[src/rtl/cdr_cfg.svh]
// Purpose: constants of the lock controller and deserializer
// Assumes: one 100 MHz clock, mclk_in
// Notes:   included by its bare name
`ifndef CDR_CFG_SVH
`define CDR_CFG_SVH

// Word widths
`define WORD_W_WIDE   4'hA
`define WORD_W_NARROW 4'h8
`define WORD_MAX      10

// Reset values
`define LOCK_FLAG_RST 1'h0
`define WORD_RST      10'h000
`define BIT_CNT_RST   4'h0

`endif

[src/rtl/cdr_pkg.sv]
// Purpose: shared types of the lock controller and deserializer
// Assumes: nothing
// Notes:   one-hot state codes
package cdr_pkg;

	// Clock recovery unit state
	typedef enum logic [1:0] {
		REFERENCE_LOCKED_STATE = 2'h1,
		DATA_TRACKING_STATE    = 2'h2
	} cdr_state_t;

endpackage

[src/rtl/sync2.sv]
// Purpose: two flip-flop synchroniser for a level
// Assumes: synchronous active-high reset
// Notes:   first stage is read only by the second
`timescale 1ns/1ps
module sync2 #(
	parameter logic RST_VAL = 1'h0
) (
	input  wire logic mclk_in, // Clock
	input  wire logic rst_in,  // Synchronous reset
	input  wire logic d_in,    // Asynchronous level
	output logic      q_out    // Synchronised level
);

	logic s1_q;
	logic s1_d;
	logic s2_d;

	// Next values
	always_comb begin
		s1_d = d_in;
		s2_d = s1_q;
	end

	// Registers
	always_ff @(posedge mclk_in) begin
		if (rst_in) begin
			s1_q  <= RST_VAL;
			q_out <= RST_VAL;
		end else begin
			s1_q  <= s1_d;
			q_out <= s2_d;
		end
	end

endmodule

[src/rtl/deser.sv]
// Purpose: serial to parallel conversion, first bit into bit 0
// Assumes: one serial bit per clock with a bit strobe
// Notes:   8 or 10 bit words chosen by a level
`timescale 1ns/1ps
`include "cdr_cfg.svh"
module deser #(
	parameter int WORD_MAX = `WORD_MAX
) (
	input  wire logic                mclk_in,  // Clock
	input  wire logic                rst_in,   // Synchronous reset
	input  wire logic                bit_in,   // Serial bit
	input  wire logic                bit_vld_in, // Serial bit strobe
	input  wire logic                wide_in,  // 1: 10-bit words
	output logic [WORD_MAX-1:0]      word_out, // Parallel word
	output logic                     word_vld_out // Word strobe
);

	logic [WORD_MAX-1:0] shift_q;
	logic [WORD_MAX-1:0] shift_d;
	logic [3:0]          cnt_q;
	logic [3:0]          cnt_d;
	logic [WORD_MAX-1:0] word_d;
	logic                vld_d;
	logic [3:0]          last;

	// Bits enter at the top and move down, so first lands in bit 0
	always_comb begin
		last    = wide_in ? `WORD_W_WIDE : `WORD_W_NARROW;
		shift_d = shift_q;
		cnt_d   = cnt_q;
		word_d  = word_out;
		vld_d   = 1'h0;
		if (bit_vld_in) begin
			shift_d = {bit_in, shift_q[WORD_MAX-1:1]};
			if (cnt_q == last - 4'h1) begin
				cnt_d = `BIT_CNT_RST;
				vld_d = 1'h1;
				// Narrow words were filled from the top; realign
				if (wide_in)
					word_d = shift_d;
				else
					word_d = {2'h0, shift_d[WORD_MAX-1:2]};
			end else begin
				cnt_d = cnt_q + 4'h1;
			end
		end
	end

	// Registers
	always_ff @(posedge mclk_in) begin
		if (rst_in) begin
			shift_q      <= `WORD_RST;
			cnt_q        <= `BIT_CNT_RST;
			word_out     <= `WORD_RST;
			word_vld_out <= 1'h0;
		end else begin
			shift_q      <= shift_d;
			cnt_q        <= cnt_d;
			word_out     <= word_d;
			word_vld_out <= vld_d;
		end
	end

endmodule

[src/rtl/cdr_lock_ctrl_deserializer.sv]
// Purpose: clock recovery lock controller with deserializer
// Assumes: analog detectors deliver levels from outside the clock domain
// Notes:   the two-edge fast clock is modelled as a bit strobe
//
// Operation
// - after reset the unit sits in the reference-locked state
// - reference-locked disables the phase detector; data ignored
// - data-tracking enables the phase detector to follow the data
// - automatic entry to tracking needs frequency inside ppm window
// - PIPE mode also needs signal present; otherwise detection ignored
// - automatic mode falls back when frequency leaves the window
// - PIPE mode also falls back when signal is absent
// - automatic lock flag rises on entry, falls on fallback
// - manual mode state follows the two force inputs, else the automatic rules
// - manual lock flag high in tracking, low in reference-locked
// - without manual controls enabled the controller runs automatic
// - detection only with 8b10b enabled, else signal present held high
// - signal present asserted when input level exceeds threshold
// - words are 8 or 10 bits by configuration
// - first received bit lands in bit 0
// - deserializer runs on fast recovered clock, both edges
// - slow recovered clock drives the downstream PCS
// - reference taken from one of two adjacent PLLs by configuration
`timescale 1ns/1ps
`include "cdr_cfg.svh"
module cdr_lock_ctrl_deserializer #(
	parameter int WORD_MAX = `WORD_MAX
) (
	input  wire logic                mclk_in,       // Clock
	input  wire logic                rst_in,        // Synchronous reset
	input  wire logic                manual_en_in,  // Manual ports enabled
	input  wire logic                pipe_mode_in,  // PCIe PIPE mode
	input  wire logic                enc_en_in,     // 8b10b enabled
	input  wire logic                level_above_in, // Analog detector
	input  wire logic                ppm_ok_in,     // Freq within window
	input  wire logic                force_ref_lock_in,  // Manual ref
	input  wire logic                force_data_lock_in, // Manual data
	input  wire logic                pll_sel_in,    // Reference PLL select
	input  wire logic                pll0_clk_in,   // PLL 0 reference
	input  wire logic                pll1_clk_in,   // PLL 1 reference
	input  wire logic                fast_clk_in,   // Fast recovered clk
	input  wire logic                slow_clk_in,   // Slow recovered clk
	input  wire logic                ser_bit_in,    // Serial bit
	input  wire logic                ser_vld_in,    // Serial bit strobe
	input  wire logic                wide_in,       // 1: 10-bit words
	output logic                     signal_present_out, // Signal valid
	output logic                     freq_lock_flag_out, // Tracking
	output logic                     phase_det_en_out,   // Phase detector
	output logic                     ref_clk_out,        // Chosen ref
	output logic                     deser_clk_out,      // Deser clock
	output logic                     pcs_clk_out,        // PCS clock
	output logic [WORD_MAX-1:0]      word_out,           // Parallel word
	output logic                     word_vld_out        // Word strobe
);

	////////////////////////////////////////////////////////////////////
	// Input synchronisers

	logic level_s;
	logic ppm_s;
	logic fref_s;
	logic fdata_s;

	// Analog and fabric levels cross into mclk domain
	sync2 #(.RST_VAL(1'h0)) u_lvl (
		.mclk_in (mclk_in),
		.rst_in  (rst_in),
		.d_in    (level_above_in),
		.q_out   (level_s)
	);
	sync2 #(.RST_VAL(1'h0)) u_ppm (
		.mclk_in (mclk_in),
		.rst_in  (rst_in),
		.d_in    (ppm_ok_in),
		.q_out   (ppm_s)
	);
	sync2 #(.RST_VAL(1'h0)) u_fref (
		.mclk_in (mclk_in),
		.rst_in  (rst_in),
		.d_in    (force_ref_lock_in),
		.q_out   (fref_s)
	);
	sync2 #(.RST_VAL(1'h0)) u_fdat (
		.mclk_in (mclk_in),
		.rst_in  (rst_in),
		.d_in    (force_data_lock_in),
		.q_out   (fdata_s)
	);

	////////////////////////////////////////////////////////////////////
	// Signal detection

	logic sig_d;

	// Bypassed high when the 8b10b path is off
	always_comb begin
		if (enc_en_in)
			sig_d = level_s;
		else
			sig_d = 1'h1;
	end

	always_ff @(posedge mclk_in) begin
		if (rst_in)
			signal_present_out <= 1'h0;
		else
			signal_present_out <= sig_d;
	end

	////////////////////////////////////////////////////////////////////
	// Lock controller

	cdr_pkg::cdr_state_t state_q;
	cdr_pkg::cdr_state_t state_d;
	logic                sig_gate;
	logic                go_track;
	logic                go_ref;
	logic                flag_d;

	// Signal presence only gates transitions in PIPE mode
	always_comb begin
		sig_gate = pipe_mode_in ? signal_present_out : 1'h1;
		go_track = ppm_s && sig_gate;
		go_ref   = !ppm_s || !sig_gate;
		state_d  = state_q;
		case (state_q)
			cdr_pkg::REFERENCE_LOCKED_STATE: begin
				if (manual_en_in && fref_s)
					state_d = cdr_pkg::REFERENCE_LOCKED_STATE;
				else if (manual_en_in && fdata_s)
					state_d = cdr_pkg::DATA_TRACKING_STATE;
				else if (go_track)
					state_d = cdr_pkg::DATA_TRACKING_STATE;
			end
			cdr_pkg::DATA_TRACKING_STATE: begin
				if (manual_en_in && fref_s)
					state_d = cdr_pkg::REFERENCE_LOCKED_STATE;
				else if (manual_en_in && fdata_s)
					state_d = cdr_pkg::DATA_TRACKING_STATE;
				else if (go_ref)
					state_d = cdr_pkg::REFERENCE_LOCKED_STATE;
			end
			default: state_d = cdr_pkg::REFERENCE_LOCKED_STATE;
		endcase
		// Flag decoded from the next state, so it matches state_q in both modes
		flag_d = (state_d == cdr_pkg::DATA_TRACKING_STATE);
	end

	// Reset always returns to reference-locked
	always_ff @(posedge mclk_in) begin
		if (rst_in) begin
			state_q            <= cdr_pkg::REFERENCE_LOCKED_STATE;
			freq_lock_flag_out <= `LOCK_FLAG_RST;
		end else begin
			state_q            <= state_d;
			freq_lock_flag_out <= flag_d;
		end
	end

	// Phase detector on only while tracking; data otherwise ignored
	assign phase_det_en_out =
		(state_q == cdr_pkg::DATA_TRACKING_STATE);

	////////////////////////////////////////////////////////////////////
	// Clock routing
	// Clocks are passed through as a mux; no logic here runs on them

	assign ref_clk_out   = pll_sel_in ? pll1_clk_in : pll0_clk_in;
	assign deser_clk_out = fast_clk_in;
	assign pcs_clk_out   = slow_clk_in;

	////////////////////////////////////////////////////////////////////
	// Deserializer

	logic bit_vld;

	// Bits only count as recovered while tracking
	assign bit_vld = ser_vld_in && phase_det_en_out;

	deser #(.WORD_MAX(WORD_MAX)) u_deser (
		.mclk_in      (mclk_in),
		.rst_in       (rst_in),
		.bit_in       (ser_bit_in),
		.bit_vld_in   (bit_vld),
		.wide_in      (wide_in),
		.word_out     (word_out),
		.word_vld_out (word_vld_out)
	);

endmodule

[config.mk]
export PLATFORM = sky130hd
export DESIGN_NAME = cdr_lock_ctrl_deserializer
export DESIGN_NICKNAME = d
export VERILOG_FILES = /design/src/rtl/cdr_pkg.sv /design/src/rtl/sync2.sv /design/src/rtl/deser.sv /design/src/rtl/cdr_lock_ctrl_deserializer.sv
export VERILOG_INCLUDE_DIRS = /design/src /design/src/rtl
export SDC_FILE = /design/constraint.sdc
export NUM_CORES = 1
export LEC_CHECK = 0
export BUFFER_PORTS_ARGS = -buffer_cell sky130_fd_sc_hd__buf_4
export CORE_UTILIZATION = 30
export CTS_CLUSTER_DIAMETER = 120
export DETAILED_ROUTE_END_ITERATION = 10
export PLACE_DENSITY = 0.47
export RECOVER_POWER = 50
export SYNTH_ARGS = -nofsm -noshare
export SYNTH_HDL_FRONTEND = slang
export SYNTH_SLANG_ARGS = --single-unit
[constraint.sdc]
create_clock -name mclk_in -period 1.82 [get_ports mclk_in]
set_input_delay 0.364 -clock mclk_in [delete_from_list [all_inputs] [get_ports mclk_in]]
set_output_delay 0.364 -clock mclk_in [all_outputs]
set_load 0.01 [all_outputs]
Yosys cells after proc, flatten, opt, wreduce, memory -nomap -nowiden
Index checks and enable logic that the tools add are counted.
- bits in registers: 37
- bits of input ports: 17
- output and inout port bits: 17
- word-level logic and storage cells: 45
- add/sub/neg operators: 2
- equality and inequality tests: 4
- mux-type cells: 14
- bitwise gates (word level): 1
- reduce and logical (&&, ||, !) cells: 9
- operators by type and width (operator ; count):
    $mux W2 ; 7
    $mux W10 ; 1
    $add A4 B1 Y4 const B ; 1
    $eq A2 B2 Y1 const B ; 2
    $eq A4 B4 Y1 ; 1
    $logic_and A1 B1 Y1 ; 4
    $mux W1 ; 4
    $mux W4 ; 1
    $pmux W2 S2 ; 1
    $sub A4 B1 Y4 const B ; 1
    $eq A2 B1 Y1 const B ; 1
    $logic_not A1 Y1 ; 2
    $reduce_and A2 Y1 ; 1
    $reduce_or A2 Y1 ; 1
    $logic_or A1 B1 Y1 ; 1
    $not A1 Y1 ; 1

Depth between registers and ports, before layout
Gate-level depths: netlist of the first run.
- depth in word-level cells: 8
- mapped depth: 8

Cells and area by module
Synthesis of the first run repeated with hierarchy kept, for this count alone.
- cells, all modules: 159
- area total of the unflattened synthesis: 1589.0 µm²
- by module, submodules not included (module ; times used ; cells an instance ; area an instance (µm²) ; sequential area each (µm²)):
    deser ; 1 ; 111 ; 1111.1 ; 480.5
    cdr_lock_ctrl_deserializer ; 1 ; 32 ; 267.8 ; 80.1
    sync2 ; 4 ; 4 ; 52.6 ; 40.0

Worst setup path before layout of the first run
Ideal clock, no wire load.
- path kind: register -> register
- from: reg state_q[0]
- to: reg u_deser.word_out[7]
- setup time: 0.079 ns
- arrival time: 1.559 ns
- required time: 1.741 ns
- path slack: 0.182 ns
- cell stages (with the launch flop): 9
- buffers on the path: 2
- period minus slack after synthesis: 1.638 ns
- path through: dfxtp_1 > inv_1 > ha_1 > buf_2 > nand3_1 > a21oi_4 > buf_6 > nor2_1 > a211oi_2
- cells in the longest elaborated chain, start to end: 3
- RTL lines (item ; RTL line ; RTL):
    start: declaration ; cdr_lock_ctrl_deserializer.sv:113 ; cdr_pkg::cdr_state_t state_q;
    start signal: assignment ; cdr_lock_ctrl_deserializer.sv:152 ; state_q <= cdr_pkg::REFERENCE_LOCKED_STATE;
    start signal: assignment ; cdr_lock_ctrl_deserializer.sv:155 ; state_q <= state_d;
    $eq A2 B2 Y1 ; cdr_lock_ctrl_deserializer.sv:162 ; (state_q == cdr_pkg::DATA_TRACKING_STATE);
    named net phase_det_en_out ; cdr_lock_ctrl_deserializer.sv:48 ; output logic phase_det_en_out,
    $logic_and A1 B1 Y1 ; cdr_lock_ctrl_deserializer.sv:178 ; assign bit_vld = ser_vld_in && phase_det_en_out;
    $reduce_and A2 Y1 (no line) ; - ;
    end signal: assignment ; deser.sv:54 ; word_out <= `WORD_RST;
    end signal: assignment ; deser.sv:59 ; word_out <= word_d;
    end: declaration ; deser.sv:14 ; output logic [WORD_MAX-1:0] word_out,
The timed path passes the listed nets, and every way through them passes these cells.
A chain may end at the register's enable or synchronous reset.

Worst setup path in the final report of the first run
- from: reg state_q[0]
- to: reg u_deser.cnt_q[0]
- cells in the longest elaborated chain, start to end: 2
- RTL lines (item ; RTL line ; RTL):
    $eq A2 B2 Y1 ; cdr_lock_ctrl_deserializer.sv:162 ;
    $logic_and A1 B1 Y1 ; cdr_lock_ctrl_deserializer.sv:178 ;
    end signal: assignment ; deser.sv:53 ; cnt_q <= `BIT_CNT_RST;
    end signal: assignment ; deser.sv:58 ; cnt_q <= cnt_d;
    end: declaration ; deser.sv:20 ; logic [3:0] cnt_q;
No other way between the ends.

==> results of run 1 <==
[worst max-delay path: cells and delay by family, from the launching register on]
kind | cells | cell delay (ns)
DFF | 1 | 0.34
and+or+nand+nor | 2 | 0.48
buffers and inverters | 2 | 0.29
xor gates and xnor gates | 1 | 0.17
adders and majority gates | 1 | 0.28
[per-stage QoR]
step / utilization / hold slack (ns)
2_1_floorplan: - / 0.4108
3_3_place_gp: 0.3705 / 0.4258
3_5_place_dp: 0.3705 / 0.4231
4_1_cts: 0.3900 / 0.2466
5_1_grt: 0.3782 / 0.2434
6_report: 0.3782 / 0.2546
[cell usage in the layout (no fill, tap or decap), drive strengths merged, types with 2 or more instances in the layout]
| cell type | count |
|---|---|
| nor2b | 9 |
| nand2 | 24 |
| and2 | 3 |
| mux2i | 10 |
| dfxtp | 36 |
| nand3b | 2 |
| o21ai | 3 |
| ha | 3 |
| inv | 6 |
| nand3 | 2 |
| clkbuf | 21 |
| a21oi | 18 |
| nand4bb | 2 |
| buf | 16 |
| a211oi | 8 |
| clkinv | 2 |
| nor2 | 14 |
[kinds of logic (layout without fill, tap and decap cells)]
kind of cell,count (synthesis),after routing,share of synthesized area
simple gates,59,59,0.1951
mux,11,11,0.07485
flops,36,36,0.4844
xor+xnor,1,1,0.005888
buf+inv,16,45,0.05214
fa+ha+maj,4,4,0.03196
compound gates,35,35,0.1556
[worst max path at each step]
stage                     depth (start not counted)                   from                                to  slack (ns)
after floorplan                                   8  state_q[0]$_SDFF_PP1_  u_deser.word_out[7]$_SDFFE_PP0P_        0.18
after global routing                              6  state_q[0]$_SDFF_PP1_     u_deser.cnt_q[0]$_SDFFE_PP0P_       0.009
after CTS                                         7  state_q[0]$_SDFF_PP1_  u_deser.word_out[9]$_SDFFE_PP0P_        0.17
after global placement                            7  state_q[0]$_SDFF_PP1_  u_deser.word_out[9]$_SDFFE_PP0P_        0.24
after detailed placement                          6  state_q[0]$_SDFF_PP1_     u_deser.cnt_q[0]$_SDFFE_PP0P_        0.20
final                                             6  state_q[0]$_SDFF_PP1_     u_deser.cnt_q[0]$_SDFFE_PP0P_        0.13
[layer usage]
layer  part of all wire  vias up  track usage
met4              0.021        0      0.06100
met2               0.49       29       0.2222
li1                   -      602            -
met5                  0        -            0
met1               0.45      571       0.1501
met3              0.043        8      0.04167
[flip-flops by register name (all words and copies together) (netlist names)]
name,cells
u_lvl.s1_q,1
u_deser.shift_q,9
state_q,2
u_deser.word_vld_out,1
u_fdat.s1_q,1
u_ppm.q_out,1
u_fref.q_out,1
u_ppm.s1_q,1
u_fdat.q_out,1
u_lvl.q_out,1
freq_lock_flag_out,1
u_deser.word_out,10
u_deser.cnt_q,4
signal_present_out,1
u_fref.s1_q,1
[final cells by class]
type	instances	area (µm²)
inverters	6	22.52
well taps	67	83.83
fillers	509	2957
clock buffers	6	82.58
flip-flops and latches	36	720.7
clock inverters	2	10.01
repair buffers	31	188.9
multi-input cells	110	689.4
[power groups by stage]
stage	Combinational (mW)	Sequential (mW)	Clock, mW
after floorplan	0.109	0.842	0
after global placement	0.152	0.843	0
after detailed placement	0.162	0.845	0
after CTS	0.162	0.827	0.606
after global routing	0.180	0.830	0.650
final	0.159	0.827	0.583
==> out/results.tsv, run 1 <==
metric	value	unit
status	completed	
r2r-start	state_q[0]$_SDFF_PP1_	
grtUsageTotal	0.1312	
holdPathEnd	signal_present_out$_SDFF_PP0_	
dp_hpwl	2127	µm
fin_cells	258	
hp-class	in2reg	
power.density	872.5	nW/µm²
synthTopCellsByCount	dfxtp_1 (36), nand2_1 (24), a21oi_1 (17)	
fp.dieH	72.42	µm
tns	0	ns
drive_gt1_frac	0.1466	
slew_headroom	0.7107	
cts_max_level	2	
worst-endpoint-arrival	1.86	ns
cts_resized	0	
clockBufferDepth	2	
start_kind	flip-flop	
cp.required	1.99	ns
start_util	0.3129	
yosys.cell_count.top_type	dfxtp_1	
post_cts.repair.setup_buffers	0	
slowest_stage	and2_1	
p_sw_frac	0.2440	
share_comb_of_total_power	0.101	
cts_tree	done	
p_sw	0.3827	mW
vdd.ir_drop.worst	406.9	µV
gp_congestion	0.8224	
path_class	reg2reg	
via_count	1210	
synth_edf_count	0	
ys_types	32	
maxCapViolCount	0	
rr_worst_depth	6	
cts_buffers	5	
fin_area	1798	µm²
yosysTopAreaCell	dfxtp_1	
synth_seq_area_share	0.4844	
placedCellCount	250	
power.share.clock	0.372	
synth_area	1488	µm²
core_area	4755	µm²
drtIter0Drc	29	
gr-total-overflow	0	
crit_chain	inv_1 -> ha_1 -> clkbuf_1 -> and2_1 -> xnor2_1 -> nor2_1	
drtPass1Iterations	4	
async_reset_ff_frac	0	
grt_max_degree	35	
area_growth	20.86	%
grt_pass1_wl	5257	µm
maxSlewViolCount	0	
cts-root-buf	clkbuf_8	
ctsHoldBuffers	0	
fmax	0.5913	GHz
layout_min_cycle_time	1.691	ns
clock_latency	0.28	ns
die_w	72.42	µm
fin_ws	0.1288	ns
worstPathMaxFanout	11	
synth_flop_cell	dfxtp_1	
ys_ff_latch	36	
seq_power_share	0.527	
placed_area	1762	µm²
rows	25	
finalHoldViolCount	0	
finalCritPeriodShare	0.9293	
timing.rr.end	u_deser.cnt_q[0]$_SDFFE_PP0P_	
nNetsFinal	210	
finalPower	1.569	mW
post-place-ws	0.1962	ns
port-buffer-count	29	
syn_avg_cell_area	9.183	µm²
cp-end-kind	flip-flop	
final-setup-viol-count	0	
antenna_found_initial	0	
synth_top_cell_area_share	0.4844	
synth_cells	162	
viasPerCell	4.690	
io_pins	34	
die_area	5245	µm²
p_leak	0.6572	nW
numClockSinks	36	
clk_pin_slew	0.07	ns
drc	0	
postSynthNetCount	182	
holdCritStartpoint	enc_en_in	
whs_path_depth	2	
p_int	1.186	mW
grt_pass1_vias	1188	
wl_per_cell	12.19	µm
yosys-top-cells-area	dfxtp_1 (48%), mux2i_1 (6.7%), nand2_1 (6.1%)	
ys_warn_count	0	
wl	3145	µm
rsz0062_at_grt	false	
tightest_slew	0.4339	ns
ant_nets	0	
n_antenna_cell	0	
critPathMaxStageDelay	0.43	ns
r2r_setup_slack	0.13	ns
fin_skew	0.004870	ns
Note: power is estimated with default switching activity, not from simulation.
==> run 2: changes to the inputs <==
Settings changed: CORE_MARGIN from default to 4, CTS_CLUSTER_DIAMETER 120 to 200.
==> run 2 against run 1 <==
Compared with the run above:
- first-iteration DRC count up 110%
- register-to-register slack better by 0.08 ns
- non-clock buffer count is 1 higher
- total power decreased by 0.54%
- sequential power about the same
- clock power down 1%
- worst setup slack improved by 0.078 ns
- routed wire length grew 0.41%
- critical path depth rose by 1
- global-route usage decreased by 1.7 points
- clock-buffer cell count stayed put
- sequential cell count did not move
- critical path type unchanged
- critical endpoint is now u_deser.word_out[9]$_SDFFE_PP0P_
- largest power group unchanged
- highest routed layer unchanged
==> out/results.tsv, run 2 (synthesis results as in run 1) <==
metric	value	unit
grt_max_degree	35	
rsz0062_at_grt	false	
die_w	78.42	µm
hp-class	in2reg	
viasPerCell	4.564	
cp-end-kind	flip-flop	
n_antenna_cell	0	
drtIter0Drc	61	
fmax	0.6199	GHz
cts-root-buf	clkbuf_8	
clk_pin_slew	0.07	ns
post-route-util	0.3774	
path_class	reg2reg	
top_regs	u_deser.word_out: 10 flops, u_deser.shift_q: 9 flops, u_deser.cnt_q: 4 flops	
timing.rr.end	u_deser.word_out[9]$_SDFFE_PP0P_	
wl_per_cell	12.19	µm
cp.required	1.97	ns
cts_max_level	2	
top_layer	met4	
layout_min_cycle_time	1.613	ns
nNetsFinal	211	
grt_pass1_wl	5388	µm
largest-register	u_deser.word_out	
dp_hpwl	2307	µm
ant_nets	0	
wl	3158	µm
maxCapViolCount	0	
finalCritPeriodShare	0.8864	
slew_headroom	0.5405	
tns	0	ns
largest_reg_flops	10	
p_leak	0.6637	nW
layout_common_cells	dfxtp_1 (36), nand2_1 (24), a21oi_1 (17), buf_4 (17)	
worst-endpoint-arrival	1.77	ns
clockBufferDepth	2	
multi_input_area	689.4	µm²
worstPathMaxFanout	8	
slowest_stage	dfxtp_1	
antenna_found_initial	0	
final_common_cell	dfxtp_1	
ctsHoldBuffers	0	
power.density	869.6	nW/µm²
port-buffer-count	29	
gr-total-overflow	0	
placed_area	1757	µm²
critPathMaxStageDelay	0.34	ns
holdCritStartpoint	enc_en_in	
final-setup-viol-count	0	
rr_worst_depth	7	
grt_pass1_vias	1171	
r2r_setup_slack	0.21	ns
fin_skew	0.004672	ns
tightest_slew	0.6893	ns
vdd.ir_drop.worst	385.0	µV
post_cts.repair.setup_buffers	0	
met2_length	1694	µm
wl_met1	1247	µm
fin_area	1794	µm²
clock_latency	0.29	ns
io_pins	34	
die_area	6150	µm²
nFillCells	517	
crit_chain	inv_1 -> ha_1 -> nand3_1 -> a21oi_4 -> buf_4 -> mux2i_1 -> nor2_1	
fp.dieH	78.42	µm
numClockSinks	36	
rows	25	
cts_tree	done	
start_util	0.3129	
finalHoldViolCount	0	
via_count	1182	
drc	0	
core_area	4755	µm²
grtUsageTotal	0.1142	
holdPathEnd	signal_present_out$_SDFF_PP0_	
met3WireLength	183	µm
whs_path_depth	2	
drtPass1Iterations	5	
register_area	720.7	µm²
drive_gt1_frac	0.1563	
cts_buffers	5	
area_growth	20.61	%
start_kind	flip-flop	
r2r-start	state_q[0]$_SDFF_PP1_	
maxSlewViolCount	0	
status	completed	
gp_congestion	0.7527	
cts_resized	0	
[run 2: cell types whose count changed in the layout (fill, tap and decap cells not counted), sizes merged]
cell  before  now
buf       16   17
[run 2: cell type report]
type | count | area share
clock buffers | 6 | 0.04603
clock inverters | 2 | 0.005579
inverters | 6 | 0.01255
multi-input cells | 110 | 0.3842
flip-flops and latches | 36 | 0.4017
well taps | 67 | 0.04672
repair buffers | 32 | 0.1032
[run 2: per-layer routing]
layer,vias to the layer above,GRT usage
li1,607,-
met1,547,0.1177
met2,24,0.2003
met3,4,0.05505
met4,0,0.04196
met5,-,0
[run 2: stage by stage]
stage	setup slack, ns	power (mW)	hold slack (ns)	std cells
6_report	0.2068	1.560	0.2596	259
5_1_grt	0.02329	1.641	0.2576	259
4_1_cts	0.1884	1.586	0.2551	259
3_5_place_dp	0.1910	1.006	0.4239	251
3_3_place_gp	0.2465	0.9951	0.4224	251
2_1_floorplan	0.1817	0.9505	0.4108	162
[run 2: worst max-delay path by stage]
stage                               start                                to  slack [ns]  depth (start not counted)
finish              state_q[0]$_SDFF_PP1_  u_deser.word_out[9]$_SDFFE_PP0P_        0.21                          7
global route        state_q[0]$_SDFF_PP1_  u_deser.word_out[9]$_SDFFE_PP0P_        0.02                          7
CTS                 state_q[0]$_SDFF_PP1_  u_deser.word_out[9]$_SDFFE_PP0P_        0.19                          7
detailed placement  state_q[0]$_SDFF_PP1_  u_deser.word_out[9]$_SDFFE_PP0P_        0.19                          7
global placement    state_q[0]$_SDFF_PP1_  u_deser.word_out[9]$_SDFFE_PP0P_        0.25                          7
floorplan           state_q[0]$_SDFF_PP1_  u_deser.word_out[7]$_SDFFE_PP0P_        0.18                          8
[run 2: critical path, delay by kind of cell (launching register included)]
kind | cells | cell delay [ns]
flip-flops | 1 | 0.34
buffers and inverters | 2 | 0.26
adder cells (fa/ha/maj) | 1 | 0.26
AND/OR/NAND/NOR | 2 | 0.26
multiplexers | 1 | 0.19
AO/OA/AOI/OAI | 1 | 0.17
[run 2: where the power goes]
part	internal (mW)	total, mW	switching [mW]
clock	0.302	0.577	0.276
combinational	0.0730	0.157	0.0836
sequential	0.811	0.826	0.0153
